**config.mk**
```make
export PLATFORM = sky130hd
export DESIGN_NAME = counter_array
export DESIGN_NICKNAME = d
export VERILOG_FILES = /design/src/hdl/counter_array_pkg.sv /design/src/hdl/counter_array.sv /design/src/hdl/freq_output_module.sv
export SDC_FILE = /design/constraint.sdc
export NUM_CORES = 1
export LEC_CHECK = 0
export ABC_AREA = 1
export ABC_CLOCK_PERIOD_IN_PS = 2950
export BUFFER_PORTS_ARGS = -buffer_cell sky130_fd_sc_hd__buf_2
export CAP_MARGIN = 15
export CORE_ASPECT_RATIO = 2
export CORE_UTILIZATION = 50
export CTS_CLUSTER_DIAMETER = 40
export DETAILED_ROUTE_END_ITERATION = 10
export MAX_ROUTING_LAYER = met4
export PLACE_DENSITY_LB_ADDON = 0.12
export SLEW_MARGIN = 30
export SYNTH_ARGS = -nofsm -noshare
export SYNTH_HDL_FRONTEND = slang
export SYNTH_SLANG_ARGS = --single-unit
```
**constraint.sdc**
```tcl
create_clock -name i_sys_clk -period 2.95 [get_ports i_sys_clk]
set_input_delay 0.4425 -clock i_sys_clk [delete_from_list [all_inputs] [get_ports i_sys_clk]]
set_output_delay 0.4425 -clock i_sys_clk [all_outputs]
set_load 0.05 [all_outputs]
```
**src/hdl/counter_array_pkg.sv**
```systemverilog
// constants for the counter array with frequency-output modules
// Functional notes
// - sixteen-bit counter in two byte registers
// - low read latches high byte snapshot
// - reads never disturb counting
// - three-bit select picks count source
// - count external falling edges, one count per edge
// - oscillator divided by eight, synchronised
// - wrap to zero sets overflow flag
// - flag, enable and mask bit 0 raise interrupt request
// - software clears the overflow flag
// - idle halt clear keeps counting in idle
// - compare high byte holds toggle spacing
// - low compare match inverts module pin
// - match adds high byte to low compare
package counter_array_pkg;
  localparam logic [11:0] ADDR_MODE = 12'h000;
  localparam logic [11:0] ADDR_CNT_LOW = 12'h004;
  localparam logic [11:0] ADDR_CNT_HIGH = 12'h008;
  localparam logic [11:0] ADDR_IRQ_STATUS = 12'h00C;
  localparam logic [11:0] ADDR_IRQ_MASK = 12'h010;
  localparam logic [11:0] ADDR_MOD_BASE = 12'h040;
  // per module: mode, compare low, compare high
  localparam logic [11:0] MOD_STRIDE = 12'h010;
  localparam logic [11:0] MOD_OFS_MODE = 12'h000;
  localparam logic [11:0] MOD_OFS_CMP_LOW = 12'h004;
  localparam logic [11:0] MOD_OFS_CMP_HIGH = 12'h008;
  // counter mode register fields
  localparam int MODE_OVF_IRQ_EN = 0;
  localparam int MODE_TB_LSB = 1;
  localparam int MODE_TB_MSB = 3;
  localparam int MODE_IDLE_HALT = 7;
  localparam int MODE_OVF_FLAG = 8;
  // module mode register fields
  localparam int MM_PWM_SELECT = 1;
  localparam int MM_TOGGLE_EN = 2;
  localparam int MM_COMPARE_EN = 6;
  localparam logic [7:0] MM_RESET = 8'h00;
  localparam logic [7:0] BYTE_RESET = 8'h00;
  // timebase encodings
  localparam logic [2:0] TB_DIV12 = 3'h0;
  localparam logic [2:0] TB_DIV4 = 3'h1;
  localparam logic [2:0] TB_T0_OVF = 3'h2;
  localparam logic [2:0] TB_EXT_EDGE = 3'h3;
  localparam logic [2:0] TB_SYSCLK = 3'h4;
  localparam logic [2:0] TB_OSC_DIV8 = 3'h5;
  localparam logic [3:0] DIV12_LAST = 4'hB;
  localparam logic [3:0] DIV4_LAST = 4'h3;
  localparam logic [2:0] OSC_DIV_LAST = 3'h7;
  localparam logic [15:0] COUNT_MAX = 16'hFFFF;
endpackage : counter_array_pkg

```
**src/hdl/counter_array.sv**
```systemverilog
// counter array top: apb slave, timebase, counter and modules
`timescale 1ns/1ns
module counter_array #(
  parameter int NUM_MODULES = 3
) (
  // clock and reset
  input wire logic i_sys_clk,
  input wire logic i_reset,
  // apb slave
  input wire logic i_psel,
  input wire logic i_penable,
  input wire logic i_pwrite,
  input wire logic [11:0] i_paddr,
  input wire logic [31:0] i_pwdata,
  output logic [31:0] o_prdata,
  output logic o_pready,
  output logic o_pslverr,
  // count sources and cpu idle
  input wire logic i_timer0_overflow,
  input wire logic i_external_count_input,
  input wire logic i_ext_osc,
  input wire logic i_cpu_idle,
  // frequency outputs
  output logic [NUM_MODULES-1:0] o_module_output_pin,
  // interrupts
  output logic o_irq
);
  // module count bounded by the register map
  if (NUM_MODULES < 1 || NUM_MODULES > 3) begin : g_bad_modules
    $error("NUM_MODULES must be 1 to 3");
  end

  localparam int NM = NUM_MODULES;

  // register file
  logic [7:0] mode_r;
  logic [7:0] cnt_low_r;
  logic [7:0] cnt_high_r;
  logic [15:0] count_r;
  logic [7:0] snapshot_r;
  logic ovf_flag_r;
  logic [NM-1:0] mod_status_r;
  logic [NM:0] irq_status;
  logic [NM:0] irq_mask_r;
  logic [31:0] prdata_r;
  // timebase
  logic [3:0] div12_r;
  logic [3:0] div4_r;
  logic [1:0] eci_sync_r;
  logic eci_prev_r;
  logic [1:0] osc_sync_r;
  logic osc_prev_r;
  logic [2:0] osc_div_r;
  logic eci_fall;
  logic osc_rise;
  logic [2:0] tsel;
  logic tick;
  logic tick_raw;
  logic halted;
  logic ovf_set;
  // module wiring
  logic [7:0] mm_mode [NM];
  logic [7:0] mm_cmp_low [NM];
  logic [7:0] mm_cmp_high [NM];
  logic [NM-1:0] mm_match;
  logic [NM-1:0] wr_mm_mode;
  logic [NM-1:0] wr_mm_low;
  logic [NM-1:0] wr_mm_high;
  // bus decode
  logic acc;
  logic wr;
  logic rd_setup;
  logic wr_mode;
  logic wr_cnt_low;
  logic wr_cnt_high;
  logic wr_status;
  logic wr_mask;
  logic [31:0] rd_val;
  logic rd_ok;

  function automatic logic [11:0] mod_addr(input int idx,
                                           input logic [11:0] ofs);
    mod_addr = counter_array_pkg::ADDR_MOD_BASE +
               12'(idx) * counter_array_pkg::MOD_STRIDE + ofs;
  endfunction : mod_addr

  // one-cycle strobe from a synchronised level and its delayed copy
  function automatic logic edge_of(input logic now, input logic prev,
                                   input logic rising);
    edge_of = rising ? (now && !prev) : (!now && prev);
  endfunction : edge_of

  assign acc = i_psel && i_penable;
  assign wr = acc && i_pwrite;
  // read data and the snapshot are both taken in the setup cycle
  assign rd_setup = i_psel && !i_penable && !i_pwrite;
  assign wr_mode = wr && i_paddr == counter_array_pkg::ADDR_MODE;
  assign wr_cnt_low = wr && i_paddr == counter_array_pkg::ADDR_CNT_LOW;
  assign wr_cnt_high = wr && i_paddr == counter_array_pkg::ADDR_CNT_HIGH;
  assign wr_status = wr && i_paddr == counter_array_pkg::ADDR_IRQ_STATUS;
  assign wr_mask = wr && i_paddr == counter_array_pkg::ADDR_IRQ_MASK;
  assign o_pready = 1'b1;
  assign o_pslverr = acc && !rd_ok;
  assign o_prdata = prdata_r;

  assign tsel = mode_r[counter_array_pkg::MODE_TB_MSB:
                       counter_array_pkg::MODE_TB_LSB];
  assign halted = mode_r[counter_array_pkg::MODE_IDLE_HALT] && i_cpu_idle;

  // prescalers run freely
  always_ff @(posedge i_sys_clk) begin
    if (i_reset || div12_r == counter_array_pkg::DIV12_LAST) begin
      div12_r <= 4'h0;
    end else begin
      div12_r <= div12_r + 4'h1;
    end
  end

  always_ff @(posedge i_sys_clk) begin
    if (i_reset || div4_r == counter_array_pkg::DIV4_LAST) begin
      div4_r <= 4'h0;
    end else begin
      div4_r <= div4_r + 4'h1;
    end
  end

  // external pin: two-stage sync, edge seen on second stage
  always_ff @(posedge i_sys_clk) begin
    if (i_reset) begin
      eci_sync_r <= 2'b11;
      eci_prev_r <= 1'b1;
    end else begin
      eci_sync_r <= {eci_sync_r[0], i_external_count_input};
      eci_prev_r <= eci_sync_r[1];
    end
  end

  // external oscillator synchronised, rising edges divided by 8
  always_ff @(posedge i_sys_clk) begin
    if (i_reset) begin
      osc_sync_r <= 2'b00;
      osc_prev_r <= 1'b0;
    end else begin
      osc_sync_r <= {osc_sync_r[0], i_ext_osc};
      osc_prev_r <= osc_sync_r[1];
    end
  end

  always_ff @(posedge i_sys_clk) begin
    if (i_reset) begin
      osc_div_r <= 3'h0;
    end else if (osc_rise) begin
      osc_div_r <= osc_div_r + 3'h1;
    end
  end

  assign eci_fall = edge_of(eci_sync_r[1], eci_prev_r, 1'b0);
  assign osc_rise = edge_of(osc_sync_r[1], osc_prev_r, 1'b1);

  always_comb begin
    tick_raw = 1'b0;
    unique case (tsel)
      counter_array_pkg::TB_DIV12: begin
        tick_raw = (div12_r == counter_array_pkg::DIV12_LAST);
      end
      counter_array_pkg::TB_DIV4: begin
        tick_raw = (div4_r == counter_array_pkg::DIV4_LAST);
      end
      counter_array_pkg::TB_T0_OVF: begin
        tick_raw = i_timer0_overflow;
      end
      counter_array_pkg::TB_EXT_EDGE: begin
        tick_raw = eci_fall;
      end
      counter_array_pkg::TB_SYSCLK: begin
        tick_raw = 1'b1;
      end
      counter_array_pkg::TB_OSC_DIV8: begin
        tick_raw = osc_rise &&
                   (osc_div_r == counter_array_pkg::OSC_DIV_LAST);
      end
      default: begin
        tick_raw = 1'b0;
      end
    endcase
  end
  assign tick = tick_raw && !halted;

  // counter ignores bus reads entirely; a byte write stops that tick
  always_ff @(posedge i_sys_clk) begin
    if (i_reset) begin
      cnt_low_r <= counter_array_pkg::BYTE_RESET;
    end else if (wr_cnt_low) begin
      cnt_low_r <= i_pwdata[7:0];
    end else if (tick && !wr_cnt_high) begin
      cnt_low_r <= cnt_low_r + 8'h01;
    end
  end

  // high byte carries when the low byte wraps
  always_ff @(posedge i_sys_clk) begin
    if (i_reset) begin
      cnt_high_r <= counter_array_pkg::BYTE_RESET;
    end else if (wr_cnt_high) begin
      cnt_high_r <= i_pwdata[7:0];
    end else if (tick && !wr_cnt_low && cnt_low_r == 8'hFF) begin
      cnt_high_r <= cnt_high_r + 8'h01;
    end
  end
  assign count_r = {cnt_high_r, cnt_low_r};
  assign ovf_set = tick && !wr_cnt_low && !wr_cnt_high &&
    (count_r == counter_array_pkg::COUNT_MAX);

  always_ff @(posedge i_sys_clk) begin
    if (i_reset) begin
      snapshot_r <= 8'h00;
    end else if (rd_setup &&
                 i_paddr == counter_array_pkg::ADDR_CNT_LOW) begin
      snapshot_r <= cnt_high_r;
    end
  end

  // counter mode register
  always_ff @(posedge i_sys_clk) begin
    if (i_reset) begin
      mode_r <= 8'h00;
    end else if (wr_mode) begin
      mode_r <= i_pwdata[7:0];
    end
  end

  // overflow flag: the set wins over either software clear
  always_ff @(posedge i_sys_clk) begin
    if (i_reset) begin
      ovf_flag_r <= 1'b0;
    end else if (ovf_set) begin
      ovf_flag_r <= 1'b1;
    end else if (wr_status && i_pwdata[0]) begin
      ovf_flag_r <= 1'b0;
    end else if (wr_mode &&
                 !i_pwdata[counter_array_pkg::MODE_OVF_FLAG]) begin
      ovf_flag_r <= 1'b0;
    end
  end

  // module match bits, set wins over write-one-to-clear
  always_ff @(posedge i_sys_clk) begin
    if (i_reset) begin
      mod_status_r <= '0;
    end else begin
      for (int k = 0; k < NM; k++) begin
        if (mm_match[k]) begin
          mod_status_r[k] <= 1'b1;
        end else if (wr_status && i_pwdata[k+1]) begin
          mod_status_r[k] <= 1'b0;
        end
      end
    end
  end
  // status: bit 0 overflow flag, bit 1+n module match
  assign irq_status = {mod_status_r, ovf_flag_r};

  always_ff @(posedge i_sys_clk) begin
    if (i_reset) begin
      irq_mask_r <= '0;
    end else if (wr_mask) begin
      irq_mask_r <= i_pwdata[NM:0];
    end
  end

  // overflow gated by its own enable as well as the mask
  assign o_irq = (irq_status[0] && irq_mask_r[0] &&
                  mode_r[counter_array_pkg::MODE_OVF_IRQ_EN]) ||
                 |(irq_status[NM:1] & irq_mask_r[NM:1]);

  genvar g;
  generate
    for (g = 0; g < NM; g++) begin : g_mod
      assign wr_mm_mode[g] = wr && i_paddr ==
        mod_addr(g, counter_array_pkg::MOD_OFS_MODE);
      assign wr_mm_low[g] = wr && i_paddr ==
        mod_addr(g, counter_array_pkg::MOD_OFS_CMP_LOW);
      assign wr_mm_high[g] = wr && i_paddr ==
        mod_addr(g, counter_array_pkg::MOD_OFS_CMP_HIGH);
      freq_output_module u_mod (
        .i_sys_clk(i_sys_clk),
        .i_reset(i_reset),
        .i_tick(tick),
        .i_count_low(count_r[7:0]),
        .i_wr_mode(wr_mm_mode[g]),
        .i_wr_cmp_low(wr_mm_low[g]),
        .i_wr_cmp_high(wr_mm_high[g]),
        .i_wdata(i_pwdata[7:0]),
        .o_mode(mm_mode[g]),
        .o_cmp_low(mm_cmp_low[g]),
        .o_cmp_high(mm_cmp_high[g]),
        .o_pin(o_module_output_pin[g]),
        .o_match(mm_match[g])
      );
    end
  endgenerate

  always_comb begin
    rd_val = 32'h0000_0000;
    rd_ok = 1'b1;
    if (i_paddr == counter_array_pkg::ADDR_MODE) begin
      rd_val[7:0] = mode_r;
      rd_val[counter_array_pkg::MODE_OVF_FLAG] = irq_status[0];
    end else if (i_paddr == counter_array_pkg::ADDR_CNT_LOW) begin
      rd_val[7:0] = count_r[7:0];
    end else if (i_paddr == counter_array_pkg::ADDR_CNT_HIGH) begin
      rd_val[7:0] = snapshot_r;
    end else if (i_paddr == counter_array_pkg::ADDR_IRQ_STATUS) begin
      rd_val[NM:0] = irq_status;
    end else if (i_paddr == counter_array_pkg::ADDR_IRQ_MASK) begin
      rd_val[NM:0] = irq_mask_r;
    end else begin
      rd_ok = 1'b0;
      for (int k = 0; k < NM; k++) begin
        if (i_paddr == mod_addr(k, counter_array_pkg::MOD_OFS_MODE)) begin
          rd_val[7:0] = mm_mode[k];
          rd_ok = 1'b1;
        end
        if (i_paddr == mod_addr(k, counter_array_pkg::MOD_OFS_CMP_LOW)) begin
          rd_val[7:0] = mm_cmp_low[k];
          rd_ok = 1'b1;
        end
        if (i_paddr == mod_addr(k, counter_array_pkg::MOD_OFS_CMP_HIGH)) begin
          rd_val[7:0] = mm_cmp_high[k];
          rd_ok = 1'b1;
        end
      end
    end
  end

  // read data stands from setup until the next read setup
  always_ff @(posedge i_sys_clk) begin
    if (i_reset) begin
      prdata_r <= 32'h0000_0000;
    end else if (rd_setup) begin
      prdata_r <= rd_val;
    end
  end
endmodule : counter_array

```
**src/hdl/freq_output_module.sv**
```systemverilog
// one compare module running in frequency-output mode
`timescale 1ns/1ns
module freq_output_module (
  // clock and reset
  input wire logic i_sys_clk,
  input wire logic i_reset,
  // counter state
  input wire logic i_tick,
  input wire logic [7:0] i_count_low,
  // register writes
  input wire logic i_wr_mode,
  input wire logic i_wr_cmp_low,
  input wire logic i_wr_cmp_high,
  input wire logic [7:0] i_wdata,
  // register contents, pin and match strobe
  output logic [7:0] o_mode,
  output logic [7:0] o_cmp_low,
  output logic [7:0] o_cmp_high,
  output logic o_pin,
  output logic o_match
);
  logic freq_mode;
  logic match;
  logic [7:0] mode_r;
  logic [7:0] cmp_low_r;
  logic [7:0] cmp_high_r;
  logic pin_r;

  assign freq_mode = mode_r[counter_array_pkg::MM_COMPARE_EN] &
                     mode_r[counter_array_pkg::MM_TOGGLE_EN] &
                     mode_r[counter_array_pkg::MM_PWM_SELECT];
  // compare against the count before this tick moves it
  assign match = freq_mode && i_tick &&
                 (cmp_low_r == i_count_low);

  always_ff @(posedge i_sys_clk) begin
    if (i_reset) begin
      mode_r <= counter_array_pkg::MM_RESET;
    end else if (i_wr_mode) begin
      mode_r <= i_wdata;
    end
  end

  always_ff @(posedge i_sys_clk) begin
    if (i_reset) begin
      cmp_high_r <= counter_array_pkg::BYTE_RESET;
    end else if (i_wr_cmp_high) begin
      cmp_high_r <= i_wdata;
    end
  end

  always_ff @(posedge i_sys_clk) begin
    if (i_reset) begin
      cmp_low_r <= counter_array_pkg::BYTE_RESET;
    end else if (i_wr_cmp_low) begin
      cmp_low_r <= i_wdata;
    end else if (match) begin
      cmp_low_r <= cmp_low_r + cmp_high_r;
    end
  end

  always_ff @(posedge i_sys_clk) begin
    if (i_reset) begin
      pin_r <= 1'b0;
    end else if (match) begin
      pin_r <= ~pin_r;
    end
  end

  assign o_mode = mode_r;
  assign o_cmp_low = cmp_low_r;
  assign o_cmp_high = cmp_high_r;
  assign o_pin = pin_r;
  assign o_match = match;
endmodule : freq_output_module

```
# After elaboration in Yosys (flattened, before gate mapping)
# Index checks and enable logic that the tools add are counted.
totals:
  reg_bits: 141
  out_inout_bits: 38
  wordCells: 191
op_classes:
  add_sub_neg: 8
  eq_ne: 26
  n_mux: 51
  bitwise_logic: 10
  n_reduce_logical: 67
ops:
  columns: ["operator", "n"]
  rows:
  - ["two-way mux 8 bit", 22]
  - ["== test 12 x 7 -> 1 bit (second input constant)", 9]
  - ["logical AND 1 bit", 43]
  - ["adder 8 bit", 3]
  - ["== test 12 x 4 -> 1 bit (second input constant)", 2]
  - ["== test 8 bit", 3]
  - ["two-way mux 1 bit", 24]
  - ["adder 8 x 1 -> 8 bit (second input constant)", 2]
  - ["== test 16 bit (second input constant)", 1]
  - ["two-way mux 4 bit", 4]
  - ["nonzero test 2 bit", 8]
  - ["== test 12 x 3 -> 1 bit (second input constant)", 1]
  - ["== test 12 x 5 -> 1 bit (second input constant)", 1]
  - ["logical NOT 12 bit", 1]
  - ["== test 3 bit (second input constant)", 3]
  - ["logical NOT 1 bit", 9]
  - ["adder 4 x 1 -> 4 bit (second input constant)", 2]
  - ["== test 8 bit (second input constant)", 1]
  - ["bitwise AND 1 bit", 6]
  - ["== test 3 x 2 -> 1 bit (second input constant)", 2]
  - ["case mux 1 bit (6 select lines)", 1]
  - ["== test 4 x 2 -> 1 bit (second input constant)", 1]
  - ["== test 4 bit (second input constant)", 1]
  - ["adder 3 x 1 -> 3 bit (second input constant)", 1]
  - ["other kinds (7)", 11]

# Longest topological paths before layout
depth:
  word_depth: 17
  depth_mapped: 18

# Cells and area by module
# A second synthesis with hierarchy kept.
hier_totals:
  cells_unflattened: 1396
  hier_area_um2: 9105.0
modules_own_cells:
  columns: ["module", "n_inst", "cells_each", "area_per_inst_um2", "seq_area_each_um2"]
  rows:
  - ["freq_output_module", 3, 234, 1537.7, 500.5]
  - ["counter_array", 1, 694, 4491.8, 1321.3]

# Least setup slack after synthesis
# Ideal clock, no wire load.
synth_path:
  kind: "input to output"
  start: "in i_paddr[11]"
  end: "out o_pslverr"
  arrival_ps: 2507
  required_ps: 2508
  path_slack_ps: 0
  path_stages: 11
  path_buffers: 1
  cell_sequence: "inv_2 nand4_2 buf_4 nor2_4 nand2_1 nand2_1 inv_1 nand3_1 nor4_1 nand4_1 nor3_1"
synth_via:
  elab_chain_cells: 17
synth_lines:
  columns: ["element", "line", "text"]
  rows:
  - ["from (decl)", "counter_array.sv:13", "input wire logic [11:0] i_paddr,"]
  - ["== test 12 x 7 -> 1 bit", "counter_array.sv:320", "if (i_paddr == mod_addr(k, counter_array_pkg::MOD_OFS_MODE)) begin"]
  - ["two-way mux 1 bit", "counter_array.sv:320", null]
  - ["two-way mux 1 bit", "counter_array.sv:324", "if (i_paddr == mod_addr(k, counter_array_pkg::MOD_OFS_CMP_LOW)) begin"]
  - ["two-way mux 1 bit", "counter_array.sv:328", "if (i_paddr == mod_addr(k, counter_array_pkg::MOD_OFS_CMP_HIGH)) begin"]
  - ["two-way mux 1 bit", "counter_array.sv:320", null]
  - ["two-way mux 1 bit", "counter_array.sv:324", null]
  - ["two-way mux 1 bit", "counter_array.sv:328", null]
  - ["two-way mux 1 bit", "counter_array.sv:320", null]
  - ["two-way mux 1 bit", "counter_array.sv:324", null]
  - ["two-way mux 1 bit", "counter_array.sv:328", null]
  - ["two-way mux 1 bit", "counter_array.sv:315", "end else if (i_paddr == counter_array_pkg::ADDR_IRQ_MASK) begin"]
  - ["two-way mux 1 bit", "counter_array.sv:313", "end else if (i_paddr == counter_array_pkg::ADDR_IRQ_STATUS) begin"]
  - ["two-way mux 1 bit", "counter_array.sv:311", "end else if (i_paddr == counter_array_pkg::ADDR_CNT_HIGH) begin"]
  - ["two-way mux 1 bit", "counter_array.sv:309", "end else if (i_paddr == counter_array_pkg::ADDR_CNT_LOW) begin"]
  - ["two-way mux 1 bit (*)", "counter_array.sv:306", "if (i_paddr == counter_array_pkg::ADDR_MODE) begin"]
  - ["logical NOT 1 bit (*)", "counter_array.sv:103", "assign o_pslverr = acc && !rd_ok;"]
  - ["logical AND 1 bit (*)", "counter_array.sv:103", null]
  - ["to (decl)", "counter_array.sv:17", "output logic o_pslverr,"]
# Mark *: on every way between the ends. The rest lies on a longest branch, timed or not.

# Worst setup path in the final report
layout_path:
  start: "in i_paddr[2]"
  end: "out o_pslverr"
# The elaborated chain is that of the path after synthesis.

==> implementation parameters <==
Parameter                              Value

Drt
  Wirelength, routed ... 28500 um
  Violation count after the first detailed-routing iteration ... 472
  DRC viols ... 0
  Residual antenna-violating net count after detailed routing ... 0
  Via total after detailed routing ... 8337
  Number of iterations in the first detailed-routing pass ... 6
  Via count normalized by instance count ... 5.69
  Per-cell routed wire length ... 19.4 um

CTS
  Clock transition at the register clock pins on the worst setup and hold paths after CTS ... 60 ps
  Total of cells resized after clock tree synthesis ... 0
  Number of setup buffers added after CTS ... 0
  H-tree level count ... 4
  Clock tree from TritonCTS ... done
  CTS buffer count ... 17
  CTS Hold Buffers Added ... 0
  Maximum clock path buffer count ... 2
  Clock Tree Root ... clkbuf_16
  Latest clock arrival within the worst-skew pair ... 430 ps
  Sink Count ... 141

Worst setup path
  Maximum fanout along the worst path ... 5
  Cell-by-cell listing of the critical path ... buf_2 -> inv_2 -> nor2_1 -> nand2_2 -> nor2_4 -> nand2_1 -> nand2_1 -> inv_1 -> nand3_1 -> nor4_1 -> nand4_1 -> nor3_1 -> buf_2
  Type of origin of the critical path ... primary input
  Worst reg2reg path depth ... 10
  Data arrival, critical path ... 2180 ps
  Delay of the slowest cell on the worst path ... 300 ps
  Crit. End Element ... primary output
  Setup CP Type ... primary input to primary output
  Cell with the biggest individual delay on the critical path ... buf_2
  Required time at the worst-slack endpoint ... 2510 ps

STA
  Headroom to the max-slew limit ... 0.549
  Crit path time final ... 2620 ps
  Hold Fails Final Rpt ... 0
  Worst setup skew after layout ... 6.09 ps
  # setup viols final ... 0
  Worst Hold Slack ... 190 ps
  Peak Freq ... 0.381 GHz
  Max-slew violation total from the final report ... 0
  Unrepaired setup endpoints after global routing ... no
  Pin slew with the least headroom to its limit ... 676 ps
  Total negative setup slack ... 0 ps
  Post-route worst setup slack ... 326 ps
  Final cycle utilization of the critical path ... 0.890

Worst hold path
  Hold Path Class ... primary input to flip-flop
  Worst hold stages ... 2

Synth
  Register area share after synthesis ... 0.329
  Library cell occupying the most area in the post-synthesis netlist ... dfxtp_1
  Count of mapped cells out of synthesis ... 1222
  Most used DFF post-synth ... dfxtp_1
  Seq cells post-synth ... 141
  Share of synthesized registers carrying an async set or reset ... 0
  Area share of the largest cell type after synthesis ... 0.329
  Number of warnings printed during yosys synthesis ... 0
  Synth Area per Inst ... 7.01 um2
  Number of distinct library cell variants in the gate-level netlist after synthesis ... 52
  Number of enable flip-flop cells after synthesis ... 0
  Ranking of synthesized cells by area ... dfxtp_1 33%, nand2_1 9.2%, a21oi_1 6.6%
  Total standard cell area after synthesis ... 8570 um2

Run status
  Outcome ... completed

Die
  Area of the core ... 16800 um2
  Die area ... 17700 um2
  X dimension of the die ... 94.6 um
  Starting Density ... 0.511
  Die H ... 187 um
  Standard-cell row count ... 67
  Number of top-level pins ... 91

GRT
  Largest net degree at the start of global routing ... 60
  Global-route wire length before repair ... 43900 um
  Routing usage on met3 ... 0.0585
  Vias in the first global route ... 8007
  GRT met2 Usage ... 0.573
  Grt peak-use layer ... met2
  GRT Resource Usage Total ... 0.346
  Initial antenna violation count ... 1
  Global Route met1 Usage ... 0.337
  Overall overflow remaining after global route ... 0

Layout
  Layout cells sized above 1 ... 0.152
  Post-Layout Cell Count ... 1466
  Post-layout net count ... 1328
  P&R area growth vs syn ... 9.87%
  Final cell area excluding filler cells ... 9420 um2

Placement
  GP Congestion ... 0.971
  Cell count after placement ... 1433
  IO Port Bufs ... 43
  Placed Area ... 8830 um2
  Placed wire-length estimate ... 21600 um
  Setup WS pre-CTS ... 377 ps

Power
  Pwr/cell area ... 462 nW/um2
  Maximum VDD drop ... 0.379 mV
  Leakage ... 3.94 nW

Flow run
  # Max-Cap Violations ... 0
sequential cells by signal (all words and copies together), names as in the netlist, 4 cells and up:
name,cells
g_mod.u_mod.o_cmp_high,24
g_mod.u_mod.o_cmp_low,24
g_mod.u_mod.o_mode,24
o_prdata,9
cnt_high_r,8
cnt_low_r,8
mode_r,8
snapshot_r,8
div12_r,4
div4_r,4
irq_mask_r,4
report_power, final:
group / internal, mW / total [mW] / switching, mW
clock network: 1.27 / 2.14 / 0.870
registers: 1.92 / 1.93 / 0.00772
logic: 0.0555 / 0.282 / 0.226
total: 3.24 / 4.35 / 1.10
worst max-delay path, delay by kind of cell:
family        cells  cell delay, ps
simple gates      9            1150
buf+inv           4             570
synthesized netlist by cell type (6+ instances only):
master	number
nor2_1	101
ha_1	27
buf_4	28
or2_2	6
nor4_1	7
nand2_1	209
a22oi_1	7
inv_1	130
nor3_1	35
o21ai_1	17
nor2_2	10
nor2_4	15
xor2_1	26
inv_2	40
xnor2_1	15
nand3b_1	7
buf_2	13
clkbuf_1	27
nand4_1	25
dfxtp_1	141
o21ai_0	89
nand3_1	43
a31oi_1	19
a21oi_1	113
nand2_2	8
cell type report:
type	count	area, um2
Fill cell	1729	7350
Multi-Input combinational cell	861	4800
Sequential cell	141	2820
Inverter	171	644
Clock buffer	19	443
Timing Repair Buffer	53	303
Tap cell	207	259
Clock inverter	13	139
Antenna cell	1	2.50
layer usage:
layer / vias up / wire, um
li1: 4032 / -
met3: 138 / 1480
met1: 3844 / 9950
met4: 0 / 2870
met5: - / 0
met2: 323 / 14200
cell families after synthesis:
kind of cell	after synthesis	share of synthesized area
flip-flops	141	0.329
other	2	0.000876
AO/OA/AOI/OAI	274	0.177
adder cells (fa/ha/maj)	30	0.0464
XOR/XNOR	41	0.0419
buffers and inverters	242	0.120
AND/OR/NAND/NOR	492	0.284
placed cells by master, fill, tap and decap left out, types with 5 or more instances in the layout:
cell	count
o21ai_1	17
inv_1	129
nor3_2	6
nand4_1	25
nor2_2	10
o21ai_0	89
xnor2_1	15
nor2_1	101
nand3b_1	7
nor4_1	7
nor2_4	15
a31oi_1	19
ha_1	27
nand2_2	8
buf_2	43
dfxtp_1	141
nand2_1	209
inv_2	41
clkbuf_16	17
buf_4	9
xor2_1	26
nor3_1	34
nand3_1	43
conb_1	24
a22oi_1	7
a21oi_1	113
or2_2	6
o221ai_1	5
through the flow:
| stage | total power, mW | util |
|---|---|---|
| 5_1_grt | 4.46 | 0.562 |
| 2_1_floorplan | 2.18 | - |
| 3_3_place_gp | 2.24 | 0.527 |
| 3_5_place_dp | 2.25 | 0.527 |
| 6_report | 4.35 | 0.562 |
| 4_1_cts | 4.37 | 0.561 |
worst paths after layout:
check	from	end	slack, ps
hold / removal	i_external_count_input	eci_sync_r[0]	190
setup / recovery	i_paddr[2]	o_pslverr	330
setup reg to reg	g_mod[1].u_mod.o_cmp_low[0]	g_mod[1].u_mod.o_cmp_low[6]	580
hold reg to reg	osc_sync_r[0]	osc_sync_r[1]	410
Note: power is estimated with default switching activity, not from simulation.
